### config.mk
export PLATFORM = sky130hd
export DESIGN_NAME = bci_cmd
export DESIGN_NICKNAME = d
export VERILOG_FILES = /design/src/bci_pkg.sv /design/src/bci_cmd.sv
export VERILOG_INCLUDE_DIRS = /design/src /design/src/src
export SDC_FILE = /design/constraint.sdc
export NUM_CORES = 1
export LEC_CHECK = 0
export BUFFER_PORTS_ARGS = -buffer_cell sky130_fd_sc_hd__buf_2
export CORE_AREA = 2 2 148 107
export CTS_CLUSTER_DIAMETER = 50
export DETAILED_ROUTE_END_ITERATION = 8
export DIE_AREA = 0 0 150 109
export PLACE_DENSITY_LB_ADDON = 0.05
export SETUP_SLACK_MARGIN = 0.4
export SLEW_MARGIN = 20
export SYNTH_ARGS = -nofsm -noshare
export SYNTH_HDL_FRONTEND = slang
export SYNTH_SLANG_ARGS = --single-unit
### constraint.sdc
create_clock -name ref_clk -period 7.3 [get_ports ref_clk]
set_input_delay 0 -clock ref_clk [delete_from_list [all_inputs] [get_ports ref_clk]]
set_output_delay 0 -clock ref_clk [all_outputs]
set_load 0.03 [all_outputs]
### src/bci_regs.svh
// Byte codes, field positions and limits of the boot command interpreter
`ifndef BCI_REGS_SVH
`define BCI_REGS_SVH

`define BCI_SOH          8'h01
`define BCI_ETX          8'h03
`define BCI_DATA_START   8'h81
`define BCI_LEN_HI_RSP   8'h00
`define BCI_CMD_INQ      8'h00
`define BCI_CMD_ARC      8'h4D
`define BCI_RESP_INQ_OK  8'h00
`define BCI_RESP_INQ_ERR 8'h80
`define BCI_RESP_ARC_OK  8'h4D
`define BCI_RESP_ARC_ERR 8'hCD
`define BCI_STAT_OK      8'h00
`define BCI_STAT_PKT_ERR 8'hC1
`define BCI_STAT_SUM_ERR 8'hC2
`define BCI_STAT_ACC_ERR 8'hC3
`define BCI_STAT_SEC_ERR 8'hC4
`define BCI_UNUSED_BYTE  8'hFF
`define BCI_INQ_OK_SUM   8'hFE
`define BCI_CMD_LEN      16'h0001
`define BCI_LEN_TWO      16'h0002
`define BCI_FLEN_STATUS  4'hF
`define BCI_FMT_MAX_LEN  16'h0400
`define BCI_PLEN_ARC     4'h5
`define BCI_PLEN_STATUS  4'hA
`define BCI_FRAME_EXTRA  4'h5
`define BCI_PAY_BASE     4'h3
`define BCI_POS_LEN_LO   4'h2
`define BCI_POS_RESP     4'h3
`define BCI_POS_STAT     4'h4
`define BCI_POS_DETAILS  4'h5
`define BCI_POS_SUM_STAT 4'hD
`define BCI_BUF_LAST     14
`define BCI_PAY_LAST     9
`define BCI_ZERO_BYTE    8'h00
`define BCI_ZERO_LEN     16'h0000
`define BCI_ZERO_IDX     4'h0
`define BCI_ONE_IDX      4'h1
`define BCI_ONE_LEN      16'h0001

`endif

### src/bci_pkg.sv
// Types shared by the boot command interpreter
package bci_pkg;

    typedef struct packed {
        logic       valid;
        logic [7:0] data;
    } bci_byte_type;

    typedef struct packed {
        logic lifecycle_ok;
        logic auth_level_one;
        logic auth_level_zero;
        logic enc_write_pending;
    } bci_acc_type;

    typedef enum logic [6:0] {
        ST_WAIT   = 7'b0000001,
        ST_LEN_HI = 7'b0000010,
        ST_LEN_LO = 7'b0000100,
        ST_PAY    = 7'b0001000,
        ST_SUM    = 7'b0010000,
        ST_ETX    = 7'b0100000,
        ST_SEND   = 7'b1000000
    } bci_state_type;

endpackage

### src/bci_cmd.sv
// Boot command interpreter: configuration request and inquiry commands
// Summary of operation
// - While idle, drop every byte until a start-of-header byte arrives.
// - Missing terminator in final position answers with packet error.
// - Checksum mismatch answers with checksum error.
// - Length outside the general packet format answers with packet error.
// - Length not fixed command length answers with packet error.
// - Any error skips execution, changes nothing, returns to waiting.
// - Report only top error: terminator, checksum, format, length, acceptance.
// - Framing, lifecycle and auth errors fill both fields with unused code.
// - Configuration request refused when lifecycle state forbids it.
// - Configuration request gives secure error at auth level one or zero.
// - Config success: 81h, 00h/05h, 4Dh, four bytes lowest address first.
// - Config failure: length 00h/0Ah, code CDh, status, details, address.
// - Inquiry refused while encrypted write awaits a device reset.
// - Inquiry success: 81h, 00h/0Ah, 00h, 00h, unused fields, sum FEh.
// - Inquiry failure uses response code 80h with ten-byte payload.
`include "bci_regs.svh"

module bci_cmd (
    input  wire logic                 ref_clk,
    input  wire logic                 rstn,
    input  wire bci_pkg::bci_byte_type rx_in,
    output logic                      rx_ready,
    output bci_pkg::bci_byte_type     tx_out,
    input  wire logic                 tx_ready,
    input  wire bci_pkg::bci_acc_type acc,
    input  wire logic [31:0]          arc_config
);

    bci_pkg::bci_state_type state_r, state_nxt;
    logic [15:0]            len_r, len_nxt;
    logic [15:0]            cnt_r, cnt_nxt;
    logic [7:0]             sum_r, sum_nxt;
    logic [7:0]             cmd_r, cmd_nxt;
    logic [7:0]             buf_r [0:`BCI_BUF_LAST];
    logic [7:0]             buf_nxt [0:`BCI_BUF_LAST];
    logic [3:0]             flen_r, flen_nxt;
    logic [3:0]             idx_r, idx_nxt;
    bci_pkg::bci_byte_type  tx_r, tx_nxt;
    logic                   rx_ready_r, rx_ready_nxt;

    logic       take;
    logic [7:0] byte_in;
    logic [7:0] pay [0:`BCI_PAY_LAST];
    logic [3:0] plen;
    logic [7:0] acc_sum;
    logic [7:0] csum;
    logic [7:0] status_code;
    logic [7:0] response_code;
    logic       ok;
    logic       is_arc;
    logic       is_inq;
    logic       fmt_bad;

    assign take     = rx_in.valid && rx_ready_r;
    assign byte_in  = rx_in.data;
    assign rx_ready = rx_ready_r;
    assign tx_out   = tx_r;

    always_comb begin
        state_nxt = state_r;
        len_nxt   = len_r;
        cnt_nxt   = cnt_r;
        sum_nxt   = sum_r;
        cmd_nxt   = cmd_r;
        buf_nxt   = buf_r;
        flen_nxt  = flen_r;
        idx_nxt   = idx_r;
        tx_nxt    = tx_r;
        for (int i = 0; i <= `BCI_PAY_LAST; i++) begin
            pay[i] = `BCI_ZERO_BYTE;
        end
        plen    = `BCI_ZERO_IDX;
        acc_sum = `BCI_ZERO_BYTE;
        csum    = `BCI_ZERO_BYTE;
        status_code   = `BCI_STAT_OK;
        response_code = `BCI_ZERO_BYTE;
        ok      = 1'b0;
        is_arc  = (cmd_r == `BCI_CMD_ARC);
        is_inq  = (cmd_r == `BCI_CMD_INQ);
        // Lower bound: a packet must hold its command code
        fmt_bad = (len_r == `BCI_ZERO_LEN) || (len_r > `BCI_FMT_MAX_LEN);
        case (state_r)
            bci_pkg::ST_WAIT: begin
                if (take && byte_in == `BCI_SOH) begin
                    len_nxt   = `BCI_ZERO_LEN;
                    cnt_nxt   = `BCI_ZERO_LEN;
                    sum_nxt   = `BCI_ZERO_BYTE;
                    // Empty packet still gets an answer, as an inquiry
                    cmd_nxt   = `BCI_CMD_INQ;
                    state_nxt = bci_pkg::ST_LEN_HI;
                end
            end
            bci_pkg::ST_LEN_HI: begin
                if (take) begin
                    len_nxt   = {byte_in, `BCI_ZERO_BYTE};
                    sum_nxt   = sum_r + byte_in;
                    state_nxt = bci_pkg::ST_LEN_LO;
                end
            end
            bci_pkg::ST_LEN_LO: begin
                if (take) begin
                    len_nxt = {len_r[15:8], byte_in};
                    sum_nxt = sum_r + byte_in;
                    if ({len_r[15:8], byte_in} == `BCI_ZERO_LEN) begin
                        state_nxt = bci_pkg::ST_SUM;
                    end else begin
                        state_nxt = bci_pkg::ST_PAY;
                    end
                end
            end
            bci_pkg::ST_PAY: begin
                if (take) begin
                    if (cnt_r == `BCI_ZERO_LEN) begin
                        cmd_nxt = byte_in;
                    end
                    sum_nxt = sum_r + byte_in;
                    cnt_nxt = cnt_r + `BCI_ONE_LEN;
                    if (cnt_nxt == len_r) begin
                        state_nxt = bci_pkg::ST_SUM;
                    end
                end
            end
            bci_pkg::ST_SUM: begin
                if (take) begin
                    sum_nxt   = sum_r + byte_in;
                    state_nxt = bci_pkg::ST_ETX;
                end
            end
            bci_pkg::ST_ETX: begin
                if (take) begin
                    // Priority order of the checks below matters
                    if (byte_in != `BCI_ETX) begin
                        status_code = `BCI_STAT_PKT_ERR;
                    end else if (sum_r != `BCI_ZERO_BYTE) begin
                        status_code = `BCI_STAT_SUM_ERR;
                    end else if (fmt_bad) begin
                        status_code = `BCI_STAT_PKT_ERR;
                    end else if (len_r != `BCI_CMD_LEN) begin
                        status_code = `BCI_STAT_PKT_ERR;
                    end else if (is_arc && !acc.lifecycle_ok) begin
                        status_code = `BCI_STAT_ACC_ERR;
                    end else if (is_arc && (acc.auth_level_one ||
                                            acc.auth_level_zero)) begin
                        status_code = `BCI_STAT_SEC_ERR;
                    end else if (is_inq && acc.enc_write_pending) begin
                        status_code = `BCI_STAT_ACC_ERR;
                    end else begin
                        ok = 1'b1;
                    end
                    if (ok && is_arc) begin
                        response_code = `BCI_RESP_ARC_OK;
                        pay[0] = response_code;
                        pay[1] = arc_config[7:0];
                        pay[2] = arc_config[15:8];
                        pay[3] = arc_config[23:16];
                        pay[4] = arc_config[31:24];
                        plen   = `BCI_PLEN_ARC;
                    end else begin
                        if (is_arc) begin
                            response_code = ok ? `BCI_RESP_ARC_OK
                                : `BCI_RESP_ARC_ERR;
                        end else begin
                            response_code = ok ? `BCI_RESP_INQ_OK
                                : `BCI_RESP_INQ_ERR;
                        end
                        pay[0] = response_code;
                        pay[1] = status_code;
                        for (int i = 2; i <= `BCI_PAY_LAST; i++) begin
                            pay[i] = `BCI_UNUSED_BYTE;
                        end
                        plen = `BCI_PLEN_STATUS;
                    end
                    for (int i = 0; i <= `BCI_PAY_LAST; i++) begin
                        acc_sum = acc_sum + pay[i];
                    end
                    csum = `BCI_ZERO_BYTE - (acc_sum + {4'h0, plen}
                                             + `BCI_LEN_HI_RSP);
                    buf_nxt[0]               = `BCI_DATA_START;
                    buf_nxt[1]               = `BCI_LEN_HI_RSP;
                    buf_nxt[`BCI_POS_LEN_LO] = {4'h0, plen};
                    for (int i = 0; i <= `BCI_PAY_LAST; i++) begin
                        if (4'(i) < plen) begin
                            buf_nxt[4'(i) + `BCI_PAY_BASE] = pay[i];
                        end
                    end
                    buf_nxt[plen + `BCI_PAY_BASE]               = csum;
                    buf_nxt[plen + `BCI_PAY_BASE + `BCI_ONE_IDX] = `BCI_ETX;
                    flen_nxt = plen + `BCI_FRAME_EXTRA;
                    idx_nxt  = `BCI_ZERO_IDX;
                    // Unknown codes are dropped silently; nothing is executed
                    if (is_arc || is_inq) begin
                        state_nxt = bci_pkg::ST_SEND;
                    end else begin
                        state_nxt = bci_pkg::ST_WAIT;
                    end
                end
            end
            bci_pkg::ST_SEND: begin
                if (!tx_r.valid || tx_ready) begin
                    if (idx_r == flen_r) begin
                        tx_nxt.valid = 1'b0;
                        state_nxt    = bci_pkg::ST_WAIT;
                    end else begin
                        tx_nxt.valid = 1'b1;
                        tx_nxt.data  = buf_r[idx_r];
                        idx_nxt      = idx_r + `BCI_ONE_IDX;
                    end
                end
            end
            default: begin
                state_nxt = bci_pkg::ST_WAIT;
            end
        endcase
        // Input stalls while a reply drains, so no command overlaps it
        rx_ready_nxt = (state_nxt != bci_pkg::ST_SEND);
    end

    always_ff @(posedge ref_clk or negedge rstn) begin
        if (!rstn) begin
            state_r    <= bci_pkg::ST_WAIT;
            len_r      <= `BCI_ZERO_LEN;
            cnt_r      <= `BCI_ZERO_LEN;
            sum_r      <= `BCI_ZERO_BYTE;
            cmd_r      <= `BCI_CMD_INQ;
            flen_r     <= `BCI_ZERO_IDX;
            idx_r      <= `BCI_ZERO_IDX;
            tx_r       <= '0;
            rx_ready_r <= 1'b1;
            for (int i = 0; i <= `BCI_BUF_LAST; i++) begin
                buf_r[i] <= `BCI_ZERO_BYTE;
            end
        end else begin
            state_r    <= state_nxt;
            len_r      <= len_nxt;
            cnt_r      <= cnt_nxt;
            sum_r      <= sum_nxt;
            cmd_r      <= cmd_nxt;
            flen_r     <= flen_nxt;
            idx_r      <= idx_nxt;
            tx_r       <= tx_nxt;
            rx_ready_r <= rx_ready_nxt;
            buf_r      <= buf_nxt;
        end
    end
endmodule

Word level (Yosys, flattened, before mapping)
Cells that the tools add are included.
W data, S select, Z words.
{ "word_totals": {"reg_bits": 193, "latchBits": 0, "ram_bits": 0, "rom_bits": 0, "inputBits": 48, "output_inout_bits": 10, "wordCells": 219, "mem_count": 0} }
{ "op_classes": {"n_addsub": 17, "mul": 0, "div": 0, "order_cmp": 16, "n_eq_ne": 23, "n_shift": 0, "n_mux": 95, "n_bitwise": 8, "n_reduce_logical": 34} }
{ "op_table": {"columns": ["op", "n"], "rows": [
  ["$mux W8", 49],
  ["$mux W40", 6],
  ["$bwmux W120", 1],
  ["$and A90 B90 Y90", 1],
  ["$not A90 Y90", 1],
  ["$add A8 B8 Y8", 10],
  ["$mux W7", 10],
  ["$demux W8 S4", 2],
  ["$pmux W7 S7", 1],
  ["$logic_not A16 Y1", 3],
  ["$mux W16", 3],
  ["$pmux W16 S3", 1],
  ["$bmux W8 S4", 1],
  ["$pmux W16 S2", 1],
  ["$pmux W8 S2", 2],
  ["$or A30 B30 Y30", 1],
  ["$mux W4", 6],
  ["$add A16 B1 Y16 const B", 1],
  ["$eq A16 B16 Y1", 1],
  ["$gt A16 B11 Y1 const B", 1],
  ["$lt A3 B4 Y1 const A", 4],
  ["$ne A16 B1 Y1 const B", 1],
  ["$ne A2 B2 Y1 const B", 8],
  ["$reduce_and A4 Y1", 4],
  ["38 further kinds", 74]
]} }

Depth between registers and ports, before layout
Gate-level depths: netlist (run 1).
{ "logic_depth": {"ltp_word": 29, "mapped_depth": 23, "ltp_nobuf": 22} }

Least setup slack after synthesis (run 1)
No wires, ideal clock.
{ "synth_timing": {"kind": "register -> register", "startpoint": "register cmd_r[1]", "endpoint": "register buf_r[55] (netlist name)", "setup_ps": 140, "t_arrival_ps": 5684, "t_required_ps": 7160, "slack_ps": 1476, "path_stages_with_launch": 21, "n_path_buf": 1, "period_less_slack_ps": 5824, "path_cell_list": "dfrtp_1 or4_4 a2111oi_4 nand4_4 buf_6 or2_4 fa_1 inv_1 fa_1 fa_1 fa_1 inv_1 fa_1 inv_1 ha_1 a21o_1 a21oi_1 o21ai_0 xnor2_1 xnor2_1 a31oi_1"} }
{ "synth_via": {"elab_chain_len": 29, "elab_cells_between_ends": 66, "cone_classes": "13 x add/sub; 5 x order compare; 1 x eq/ne; 36 x mux; 4 x bitwise; 7 x reduce/logical"} }
{ "synth_lines": {"columns": ["item", "line", "rtl"], "rows": [
  ["start: declaration", "bci_cmd.sv:35", "logic [7:0] cmd_r, cmd_nxt;"],
  ["start signal: assignment", "bci_cmd.sv:226", "cmd_r <= `BCI_CMD_INQ;"],
  ["start signal: assignment", "bci_cmd.sv:239", "cmd_r <= cmd_nxt;"],
  ["$logic_not A8 Y1 (no source line)", null, null],
  ["$logic_and A1 B1 Y1", "bci_cmd.sv:147", "end else if (is_inq && acc.enc_write_pending) begin"],
  ["$mux W1", "bci_cmd.sv:147", null],
  ["$mux W1", "bci_cmd.sv:144", "end else if (is_arc && (acc.auth_level_one ||"],
  ["$mux W1", "bci_cmd.sv:142", "end else if (is_arc && !acc.lifecycle_ok) begin"],
  ["$mux W1", "bci_cmd.sv:140", "end else if (len_r != `BCI_CMD_LEN) begin"],
  ["$mux W1", "bci_cmd.sv:138", "end else if (fmt_bad) begin"],
  ["$mux W1", "bci_cmd.sv:136", "end else if (sum_r != `BCI_ZERO_BYTE) begin"],
  ["[... 5 more ...]", null, null],
  ["$mux W40", "bci_cmd.sv:152", "if (ok && is_arc) begin"],
  ["$mux W40", "bci_cmd.sv:132", "if (take) begin"],
  ["$mux W40", "bci_cmd.sv:84", "case (state_r)"],
  ["$add A8 B8 Y8 (9 in series)", "bci_cmd.sv:176", "acc_sum = acc_sum + pay[i];"],
  ["$add A8 B4 Y8", "bci_cmd.sv:178", "csum = `BCI_ZERO_BYTE - (acc_sum + {4'h0, plen}"],
  ["$sub A1 B8 Y8 (no source line)", null, null],
  ["$bwmux W120", "bci_cmd.sv:188", "buf_nxt[plen + `BCI_PAY_BASE] = csum;"],
  ["$and A90 B90 Y90 (no source line) (*)", null, null],
  ["end signal: indexed assignment", "bci_cmd.sv:232", "buf_r[i] <= `BCI_ZERO_BYTE;"],
  ["end signal: assignment", "bci_cmd.sv:244", "buf_r <= buf_nxt;"],
  ["end: declaration", "bci_cmd.sv:36", "logic [7:0] buf_r [0:`BCI_BUF_LAST];"]
]} }
Every way passes the cells marked *; elsewhere a longest branch is shown, timed or not. The select of a mux whose other input is x is not followed.
A chain may end at the register's enable or synchronous reset.

Worst setup path in the final report (run 1)
Same ends and word-level chain as after synthesis.

==> results.tsv, run 1 <==
metric	value	unit
result of the run	finished, final reports clean	
DPL Wire Length	15300	um
Syn Nets	984	
proportion of layout cells with a drive suffix above 1	0.1648	
yosys warns	0	
flip-flop and latch count after synthesis	141	
# H-tree levels	4	
CP startpoint kind	flip-flop	
Post-synth EDFFs	0	
asr flop ratio synth	1.000	
Syn Std Cell Area	8762	um^2
type of the setup path with the least slack	flip-flop to flip-flop	
combinational share of power	0.057	
worst-margin pin slew	1.017	ns
count of max-cap constraint violations	0	
worst-case headroom to the max-slew limit	0.3173	
total via count in the routed design	6977	
period utilization	0.8903	
Max rail drop VDD	0.0001666	V
pin count of the biggest net entering global routing	81	
Reg-to-Reg End	buf_r[55]$_DFFE_PN0P_	
WL per Instance	18.87	um
final-report max-slew violation count	0	
power density over the cells	169.9	nW/um^2
Hold Path Cell Cnt	3	
power spent charging and discharging nets	415.0	uW
die height	109	um
Nets	1061	
TritonCTS clock tree	done	
starting utilization of the core area	0.5832	
instance count of the mapped netlist	881	
dominant cell by count in the synthesized netlist	dfrtp_1	
cell type of the slowest stage on the worst timing path	or4_4	
worst-path fanout max	36	
cell with the most instances on the worst path	fa_1	
global routing usage summed across all routing layers	0.2879	
Worst Hold End	state_r[5]$_DFF_PN0_	
global routing met3 resource utilization	0.07908	
count of final hold-check violations	0	
post-route antenna net violation count	0	
Min-Delay Path Class	input pin to flip-flop	
area share of the largest cell type after synthesis	0.3970	
RSZ-0062 raised after global routing	false	
cell depth of the worst flop-to-flop path	19	
num rows	38	
worst clock skew	0.006215	ns
count of cell types in the netlist	70	
main area contributors after synthesis	dfrtp_1 40%, fa_1 7.1%, nand2_1 4.8%	
post-route setup TNS	0	ns
core area	15020	um^2
internal power summed over all cells	1307	uW
Port-buffer cells	57	
Clock Latency Late Sink	0.43	ns
multi-input logic area	4871	um^2
layer with the highest usage	met1	
CTS root buffer	clkbuf_16	
Clock Power Share	0.486	
initial drt markers	623	
Filler cells	1197	
combined flip-flop and latch cell area	3531	um^2
CP peak stage delay	0.59	ns
slack of the worst reg-to-reg path	0.80	ns
first-pass iteration count of the detailed router	5	
Die Footprint	16350	um^2
cell type contributing the most total cell area after synthesis	dfrtp_1	
vias in the first global route	6846	
number of antenna violations at the first check in global routing	0	
number of buffers inserted during clock tree synthesis	17	
Final Setup Violations	0	
Avg Synthesized Cell Area	9.946	um^2
number of top-level pins	58	
die span in x	150	um
sequential group share of total power	0.457	
fraction of power spent switching nets	0.2410	
Crit. End Element	flip-flop	
crit path cell chain	or4_4 -> a2111oi_4 -> nand4_4 -> or2_4 -> fa_1 -> inv_1 -> fa_1 -> fa_1 -> fa_1 -> inv_1 -> fa_1 -> inv_1 -> ha_1 -> a21o_1 -> a21oi_1 -> o21ai_0 -> xnor2_1 -> xnor2_1 -> a31oi_1	
data required time at the worst endpoint	7.58	ns
GR met2 Demand/Resource	0.4129	
post-CTS repair timing setup buffer count	0	
final design utilization	0.6747	
Bufs on Longest Clock Path	2	
fraction of met1 tracks used by global routing	0.4360	
clock transition at the register clock pins on the worst setup and hold paths after CTS	0.06	ns
Lkg Pwr	0.004807	uW
wire length after detailed routing	22100	um
most used flip-flop cell after synthesis	dfrtp_1	
Layout Area Growth over Synthesis	15.69	%
overall overflow remaining after global route	0	
most used standard cells in the synthesized netlist	139 x dfrtp_1, 113 x nand2_1, 84 x o21ai_0	
Crit path arrival time	6.78	ns
DRC violations left	0	
FF-to-FF Start	cmd_r[1]$_DFFE_PN0P_	
global-route wire length before repair	35820	um
clock period minus final worst setup slack	6.499	ns
detailed-route vias per instance	5.958	
gpl congestion	0.8993	
Max Fclk	153.9	MHz
Worst Hold Launch	rx_in[8]	
sequential element share of the synthesized area	0.4030	
diodes inserted	0	
clk sink count	141	
kinds of logic after synthesis:
| logic type | Yosys count | share of synthesized area |
|---|---|---|
| and+or+nand+nor | 309 | 0.1842 |
| DFF | 141 | 0.4030 |
| buffers and inverters | 90 | 0.04170 |
| xor gates and xnor gates | 43 | 0.04298 |
| AOI/OAI and AO/OA | 194 | 0.1382 |
| adders and majority gates | 55 | 0.1051 |
| muxes | 49 | 0.08482 |
state kept, by name, indices dropped and copies added (netlist names):
register / flops
buf_r: 72
cnt_r: 16
len_r: 16
tx_out: 9
cmd_r: 8
sum_r: 8
state_r: 7
idx_r: 4
rx_ready: 1
stage by stage:
stage                     power, uW  area, um^2  hold WS [ns]  cells  worst slack [ns]
after floorplan               835.2        8762       -0.2956    881             1.476
after global placement        876.8        9158       0.01895   1099             1.010
after detailed placement      878.9        9158       0.01557   1099            0.7890
after CTS                      1724       10100     0.0006954   1170            0.8109
after global routing           1770       10140       0.02829   1171            0.4169
final                          1722       10140       0.02116   1171            0.8008
how the worst max path moves through the flow:
stage                         start               endpoint  slack [ns]  cells after the start
5_1_grt        len_r[8]$_DFFE_PN0P_  buf_r[55]$_DFFE_PN0P_        0.42                     19
3_5_place_dp   cmd_r[1]$_DFFE_PN0P_  buf_r[55]$_DFFE_PN0P_        0.79                     19
2_1_floorplan  cmd_r[1]$_DFFE_PN0P_  buf_r[55]$_DFFE_PN0P_        1.48                     20
3_3_place_gp   cmd_r[1]$_DFFE_PN0P_  buf_r[55]$_DFFE_PN0P_        1.01                     19
6_report       cmd_r[1]$_DFFE_PN0P_  buf_r[55]$_DFFE_PN0P_        0.80                     19
4_1_cts        cmd_r[1]$_DFFE_PN0P_  buf_r[55]$_DFFE_PN0P_        0.81                     19
final cells by class:
type,count,share of cell area
Sequential cell,141,0.3483
Inverter,44,0.01666
Multi-Input combinational cell,650,0.4805
Clock inverter,10,0.008887
Tap cell,200,0.02469
Clock buffer,22,0.04579
Timing Repair Buffer,104,0.07517
layer usage:
layer,part of all wire,wire [um]
met1,0.48,10650
met2,0.43,9594
met3,0.072,1600
met4,0.012,255
met5,0,0
critical path, delay by kind of cell, from the launching register on:
family / cells / cell delay [ns]
xor+xnor: 2 / 0.41
simple gates: 3 / 1.53
fa+ha+maj: 6 / 2.79
buf+inv: 3 / 0.17
compound gates: 5 / 1.02
flops: 1 / 0.40
cells in the final DEF, fill, tap and decap left out, types with 5 or more instances in the layout:
cell | netlist | final
mux2i_1 | 6 | 6
mux2_4 | 11 | 11
fa_1 | 31 | 31
a21oi_1 | 27 | 26
clkbuf_16 | 0 | 17
o211ai_1 | 5 | 5
nand2b_1 | 17 | 17
xnor2_1 | 29 | 29
dlygate4sd3_1 | 0 | 39
clkinv_2 | 0 | 5
a31oi_1 | 10 | 10
nand2_1 | 113 | 113
mux2_2 | 18 | 18
nor2b_1 | 9 | 9
and3_1 | 9 | 9
a21o_1 | 7 | 7
nand3_1 | 17 | 17
ha_1 | 24 | 24
mux4_2 | 14 | 14
and2_1 | 13 | 13
dfrtp_1 | 139 | 139
buf_2 | 7 | 56
or4_1 | 5 | 5
o21ai_0 | 84 | 84
or2_2 | 7 | 7
xor2_1 | 14 | 14
buf_4 | 1 | 7
inv_1 | 44 | 43
a22o_1 | 12 | 12
nor2_1 | 46 | 46
o31ai_1 | 11 | 11
nand4_1 | 13 | 13
nor3_1 | 7 | 7
or3_1 | 5 | 5
nor4_1 | 10 | 10
or2_1 | 8 | 8
power groups by stage:
stage	clock (uW)	combinational, uW	sequential (uW)
finish	838	97.7	787
global route	876	107	786
CTS	842	94.6	787
detailed placement	0	78.2	801
global placement	0	76.4	800
floorplan	0	35.0	800
timing repair:
action | 4_1_cts | 5_1_grt
hold endpoints to repair | 115 | 0
setup endpoints to repair | 0 | 1
resized for setup | 0 | 1
hold buffers | 39 | 0
(Power assumes the default switching activity.)
==> inputs of run 2 (changes only) <==
Settings changed: BUFFER_PORTS_ARGS -buffer_cell sky130_fd_sc_hd__buf_2 to -buffer_cell sky130_fd_sc_hd__buf_4.
Clock period 7.3 ns to 7.5 ns, I/O delays scaled along.
==> run 2 against run 1 <==
  * Via count fell by 0.16%
  * Total power down 3.8%
  * Flip-flop and latch count unchanged
  * Clock skew rose by 0.0041 ns
  * Sequential power fell by 2.7%
  * Global-route usage down 0.33 points
  * Register-to-register slack gained 0.20 ns
  * Largest power group unchanged
  * Largest cell class unchanged
  * Setup slack better by 0.20 ns
  * Non-clock buffer count is 3 lower
  * Maximum frequency about the same
==> results.tsv, run 2 (same netlist as run 1, synthesis figures left out) <==
metric	value	unit
die span in x	150	um
die height	109	um
total via count in the routed design	6966	
count of final hold-check violations	0	
start point of the critical path	len_r[9]$_DFFE_PN0P_	
Lkg Pwr	0.004824	uW
pin count of the biggest net entering global routing	90	
vias in the first global route	6764	
Crit path arrival time	6.77	ns
worst-path fanout max	36	
overall overflow remaining after global route	0	
DPL Wire Length	15480	um
global routing usage summed across all routing layers	0.2846	
proportion of layout cells with a drive suffix above 1	0.1601	
power density over the cells	162.0	nW/um^2
Nets	1058	
Final Setup Violations	0	
initial drt markers	515	
Die Footprint	16350	um^2
Filler cells	1160	
Crit. End Element	flip-flop	
Port-buffer cells	57	
Min-Delay Path Class	input pin to flip-flop	
Tot Pwr	1656	uW
FF-to-FF Start	len_r[9]$_DFFE_PN0P_	
clk sink count	141	
register containing the most flip-flops in the final layout	buf_r	
data required time at the worst endpoint	7.77	ns
RSZ-0062 raised after global routing	false	
worst clock skew	0.01032	ns
result of the run	finished, final reports clean	
most frequent cells in the layout	139 x dfrtp_1, 113 x nand2_1, 84 x o21ai_0, 63 x buf_4, 46 x nor2_1	
Max Fclk	153.8	MHz
diodes inserted	0	
worst-margin pin slew	1.059	ns
Layout Area Growth over Synthesis	16.69	%
number of top-level pins	58	
first-pass iteration count of the detailed router	5	
starting utilization of the core area	0.5832	
most common cell after layout, fill and taps aside	dfrtp_1	
TritonCTS clock tree	done	
# H-tree levels	4	
WL per Instance	18.55	um
count of max-cap constraint violations	0	
DRC violations left	0	
final design utilization	0.6805	
final-report max-slew violation count	0	
registers with the most flip-flops	buf_r: 72 flops, cnt_r: 16 flops, len_r: 16 flops	
CP startpoint kind	flip-flop	
number of antenna violations at the first check in global routing	0	
type of the setup path with the least slack	flip-flop to flip-flop	
detailed-route vias per instance	5.964	
core area	15020	um^2
worst slack on hold paths	0.01355	ns
Bufs on Longest Clock Path	2	
worst-case headroom to the max-slew limit	0.2886	
flip-flop count of the largest register, all copies and words added	72	
wire length after detailed routing	21670	um
num rows	38	
clock transition at the register clock pins on the worst setup and hold paths after CTS	0.06	ns
global-route wire length before repair	35480	um
number of buffers inserted during clock tree synthesis	17	
CTS root buffer	clkbuf_16	
period utilization	0.8670	
Worst Hold Launch	arc_config[1]	
gpl congestion	0.9329	
post-route antenna net violation count	0	
post-route setup TNS	0	ns
clock period minus final worst setup slack	6.502	ns
Clock Latency Late Sink	0.42	ns
post_cts resized	0	
Max rail drop VDD	0.0001525	V
==> run 2: cell count changes in the layout (fill, tap and decap cells not counted), sizes merged <==
cell / before / now
buf: 65 / 64
clkbuf: 22 / 26
clkinv: 8 / 3
clkinvlp: 1 / 2
dlygate4sd3: 39 / 37
==> run 2: per-stage QoR <==
step / worst slack, ns / cells / area (um^2)
2_1_floorplan: 1.676 / 881 / 8762
3_3_place_gp: 1.182 / 1099 / 9298
3_5_place_dp: 1.016 / 1099 / 9298
4_1_cts: 0.9857 / 1168 / 10220
5_1_grt: 0.5926 / 1168 / 10220
6_report: 0.9976 / 1168 / 10220
==> run 2: layout make-up <==
cell class | instances | area [um^2] | area share
Timing Repair Buffer | 101 | 854.6 | 0.08358
Clock inverter | 6 | 63.81 | 0.006241
Sequential cell | 141 | 3531 | 0.3453
Inverter | 44 | 165.2 | 0.01615
Clock buffer | 26 | 489.2 | 0.04785
Multi-Input combinational cell | 650 | 4871 | 0.4764
Tap cell | 200 | 250.2 | 0.02447
==> run 2: power by group <==
group	leakage [uW]	internal [uW]	switching [uW]
registers	0.00195	764	2.28
logic	0.00261	40.5	58.5
clock network	0.000265	482	310
==> run 2: path summary, 6_finish.rpt <==
check | slack (ns) | endpoint | cells past startpoint
setup / recovery | 1.0 | buf_r[55]$_DFFE_PN0P_ | 19
hold / removal | 0.01 | buf_r[81]$_DFFE_PN0P_ | 3
setup reg to reg | 1.0 | buf_r[55]$_DFFE_PN0P_ | 19
hold reg to reg | 0.46 | buf_r[32]$_DFFE_PN0P_ | 1
max in group asynchronous | 6.07 | cnt_r[4]$_DFFE_PN0P_ | 3
min in group asynchronous | 0.21 | sum_r[3]$_DFFE_PN0P_ | 2
==> run 2: worst max-delay path: stages (launching register included) <==
cell	delay (ns)
dfrtp_1	0.42
nor4_1	0.53
and4_1	0.46
nand4_4	0.48
inv_1	0.49
and2_1	0.25
fa_1	0.45
fa_1	0.55
inv_1	0.05
fa_1	0.42
fa_1	0.51
inv_1	0.05
fa_1	0.53
inv_1	0.04
ha_1	0.33
a21oi_1	0.16
o21ai_0	0.12
xnor2_1	0.28
xnor2_1	0.15
a31oi_1	0.09
==> run 2: what timing repair did <==
| item | in CTS | in global routing |
|---|---|---|
| endpoints found under the hold margin | 139 | 0 |
| hold buffers | 37 | 0 |
| setup buffers | 0 | 0 |
==> run 2: metal layers <==
| layer | up-vias | GRT usage | routed length, um |
|---|---|---|---|
| met3 | 29 | 0.07824 | 1650 |
| met4 | 0 | 0.07615 | 268 |
| met2 | 255 | 0.3969 | 9238 |
| li1 | 3251 | - | - |
| met1 | 3431 | 0.4370 | 10510 |
| met5 | - | 0 | 0 |
==> inputs of run 3 (changes only) <==
==> constraint.sdc (replaced) <==
create_clock -name ref_clk -period 7.5 [get_ports ref_clk]
set_input_delay 0.375 -clock ref_clk [delete_from_list [all_inputs] [get_ports ref_clk]]
set_output_delay 0.375 -clock ref_clk [all_outputs]
set_load 0.03 [all_outputs]
==> run 3 against run 2 <==
  * The flow now finishes with violations (negative hold slack)
  * Count of clock-buffer cells in the layout fell by 8
  * Maximum frequency hardly changed
  * Non-clock buffer count is 38 lower
  * Largest power group unchanged
==> results.tsv, run 3 (same netlist as run 1, synthesis figures left out) <==
metric	value	unit
Bufs on Longest Clock Path	2	
cell type of the slowest stage on the worst timing path	or4_4	
# H-tree levels	4	
global routing usage summed across all routing layers	0.2741	
number of buffers inserted during clock tree synthesis	17	
post-route antenna net violation count	0	
Lkg Pwr	0.004717	uW
result of the run	complete, but fails checks	
num rows	38	
hold-fix buffer count after cts	0	
cell depth of the worst flop-to-flop path	19	
worst slack on hold paths	-0.01590	ns
clock transition at the register clock pins on the worst setup and hold paths after CTS	0.06	ns
overall overflow remaining after global route	0	
CP peak stage delay	0.59	ns
post_cts resized	0	
register containing the most flip-flops in the final layout	buf_r	
RSZ-0062 raised after global routing	false	
proportion of layout cells with a drive suffix above 1	0.1720	
die height	109	um
worst-path fanout max	36	
worst-case headroom to the max-slew limit	0.2903	
period utilization	0.8672	
data required time at the worst endpoint	7.77	ns
post-CTS repair timing setup buffer count	0	
final design utilization	0.6621	
DRC violations left	0	
Layout Area Growth over Synthesis	13.54	%
TritonCTS clock tree	done	
number of antenna violations at the first check in global routing	0	
Crit path arrival time	6.78	ns
violations in the final reports	negative hold slack	
registers with the most flip-flops	buf_r: 72 flops, cnt_r: 16 flops, len_r: 16 flops	
die span in x	150	um
Max rail drop VDD	0.0001244	V
type of the setup path with the least slack	flip-flop to flip-flop	
Max Fclk	153.7	MHz
cell with the most instances on the worst path	fa_1	
CP startpoint kind	flip-flop	
most frequent cells in the layout	139 x dfrtp_1, 113 x nand2_1, 84 x o21ai_0, 62 x buf_4, 46 x nor2_1	
most common cell after layout, fill and taps aside	dfrtp_1	
vias in the first global route	6477	
post-route setup TNS	0	ns
worst clock skew	0.007675	ns
initial drt markers	363	
CTS root buffer	clkbuf_16	
diodes inserted	0	
Crit. End Element	flip-flop	
power density over the cells	179.9	nW/um^2
starting utilization of the core area	0.5832	
flip-flop count of the largest register, all copies and words added	72	
count of final hold-check violations	3	
Clock Latency Late Sink	0.43	ns
Min-Delay Path Class	input pin to async pin	
number of top-level pins	58	
final-report max-slew violation count	0	
detailed-route vias per instance	5.919	
WL per Instance	18.36	um
Nets	1020	
core area	15020	um^2
Final Setup Violations	0	
clock period minus final worst setup slack	6.504	ns
pin count of the biggest net entering global routing	87	
DPL Wire Length	14880	um
wire length after detailed routing	20750	um
clk sink count	141	
worst-margin pin slew	1.061	ns
global-route wire length before repair	34110	um
count of max-cap constraint violations	0	
crit path cell chain	or4_4 -> a2111oi_4 -> nand4_4 -> or2_4 -> fa_1 -> inv_1 -> fa_1 -> fa_1 -> fa_1 -> inv_1 -> fa_1 -> inv_1 -> ha_1 -> a21o_1 -> a21oi_1 -> o21ai_0 -> xnor2_1 -> xnor2_1 -> a31oi_1	
Port-buffer cells	57	
total via count in the routed design	6689	
gpl congestion	0.8850	
Die Footprint	16350	um^2
first-pass iteration count of the detailed router	5	
run 3: cell types whose count changed in the layout (fill, tap and decap cells not counted), sizes merged:
cell	change
buf	-1
clkbuf	-8
inv	+1
bufinv	+4
dlygate4sd3	-37
clkinv	+3
run 3: worst paths after layout:
path,start,end,slack [ns]
max reg2reg,cmd_r[1]$_DFFE_PN0P_,buf_r[55]$_DFFE_PN0P_,1.0
max in group asynchronous,rstn,buf_r[54]$_DFFE_PN0P_,6.25
min in group ref_clk,arc_config[15],buf_r[79]$_DFFE_PN0P_,0.21
min reg2reg,buf_r[35]$_DFFE_PN0P_,buf_r[35]$_DFFE_PN0P_,0.46
max,cmd_r[1]$_DFFE_PN0P_,buf_r[55]$_DFFE_PN0P_,1.0
min,rstn,sum_r[4]$_DFFE_PN0P_,-0.02
run 3: metal layers:
layer | global-route usage | share of wire | vias to the layer above
met5 | 0 | 0 | -
met4 | 0.05795 | 0.0070 | 0
met3 | 0.07573 | 0.076 | 14
met2 | 0.3878 | 0.42 | 214
met1 | 0.4218 | 0.50 | 3271
li1 | - | - | 3190
run 3: critical path: cells and delay by family (launching register included):
| family | cells | cell delay [ns] |
|---|---|---|
| AOI/OAI and AO/OA | 5 | 1.04 |
| xor gates and xnor gates | 2 | 0.43 |
| adders and majority gates | 6 | 2.79 |
| buffers and inverters | 3 | 0.19 |
| DFF | 1 | 0.40 |
| and+or+nand+nor | 3 | 1.50 |
run 3: power breakdown:
part / switching (uW) / internal [uW]
clock network: 343 / 599
logic: 53.8 / 27.9
registers: 2.32 / 763
total: 399 / 1390
run 3: layout make-up:
class                   instances  area (um^2)
inverters                      44        165.2
flip-flops and latches        141         3531
repair buffers                 63        476.7
clock buffers                  18        439.2
well taps                     200        250.2
multi-input cells             650         4871
fillers                      1194         5076
clock inverters                14        215.2
run 3: through the flow:
step                total power, uW  area [um^2]  hold WS, ns  std cells  setup WS (ns)
floorplan                     812.9         8762      0.07941        881          1.676
global placement              859.7         9290       0.4458       1098          1.097
detailed placement            861.3         9290       0.4516       1098         0.9338
CTS                            1801         9945      0.05131       1130         0.9706
global route                   1841         9948      0.06123       1130         0.5744
finish                         1790         9948     -0.01590       1130         0.9957
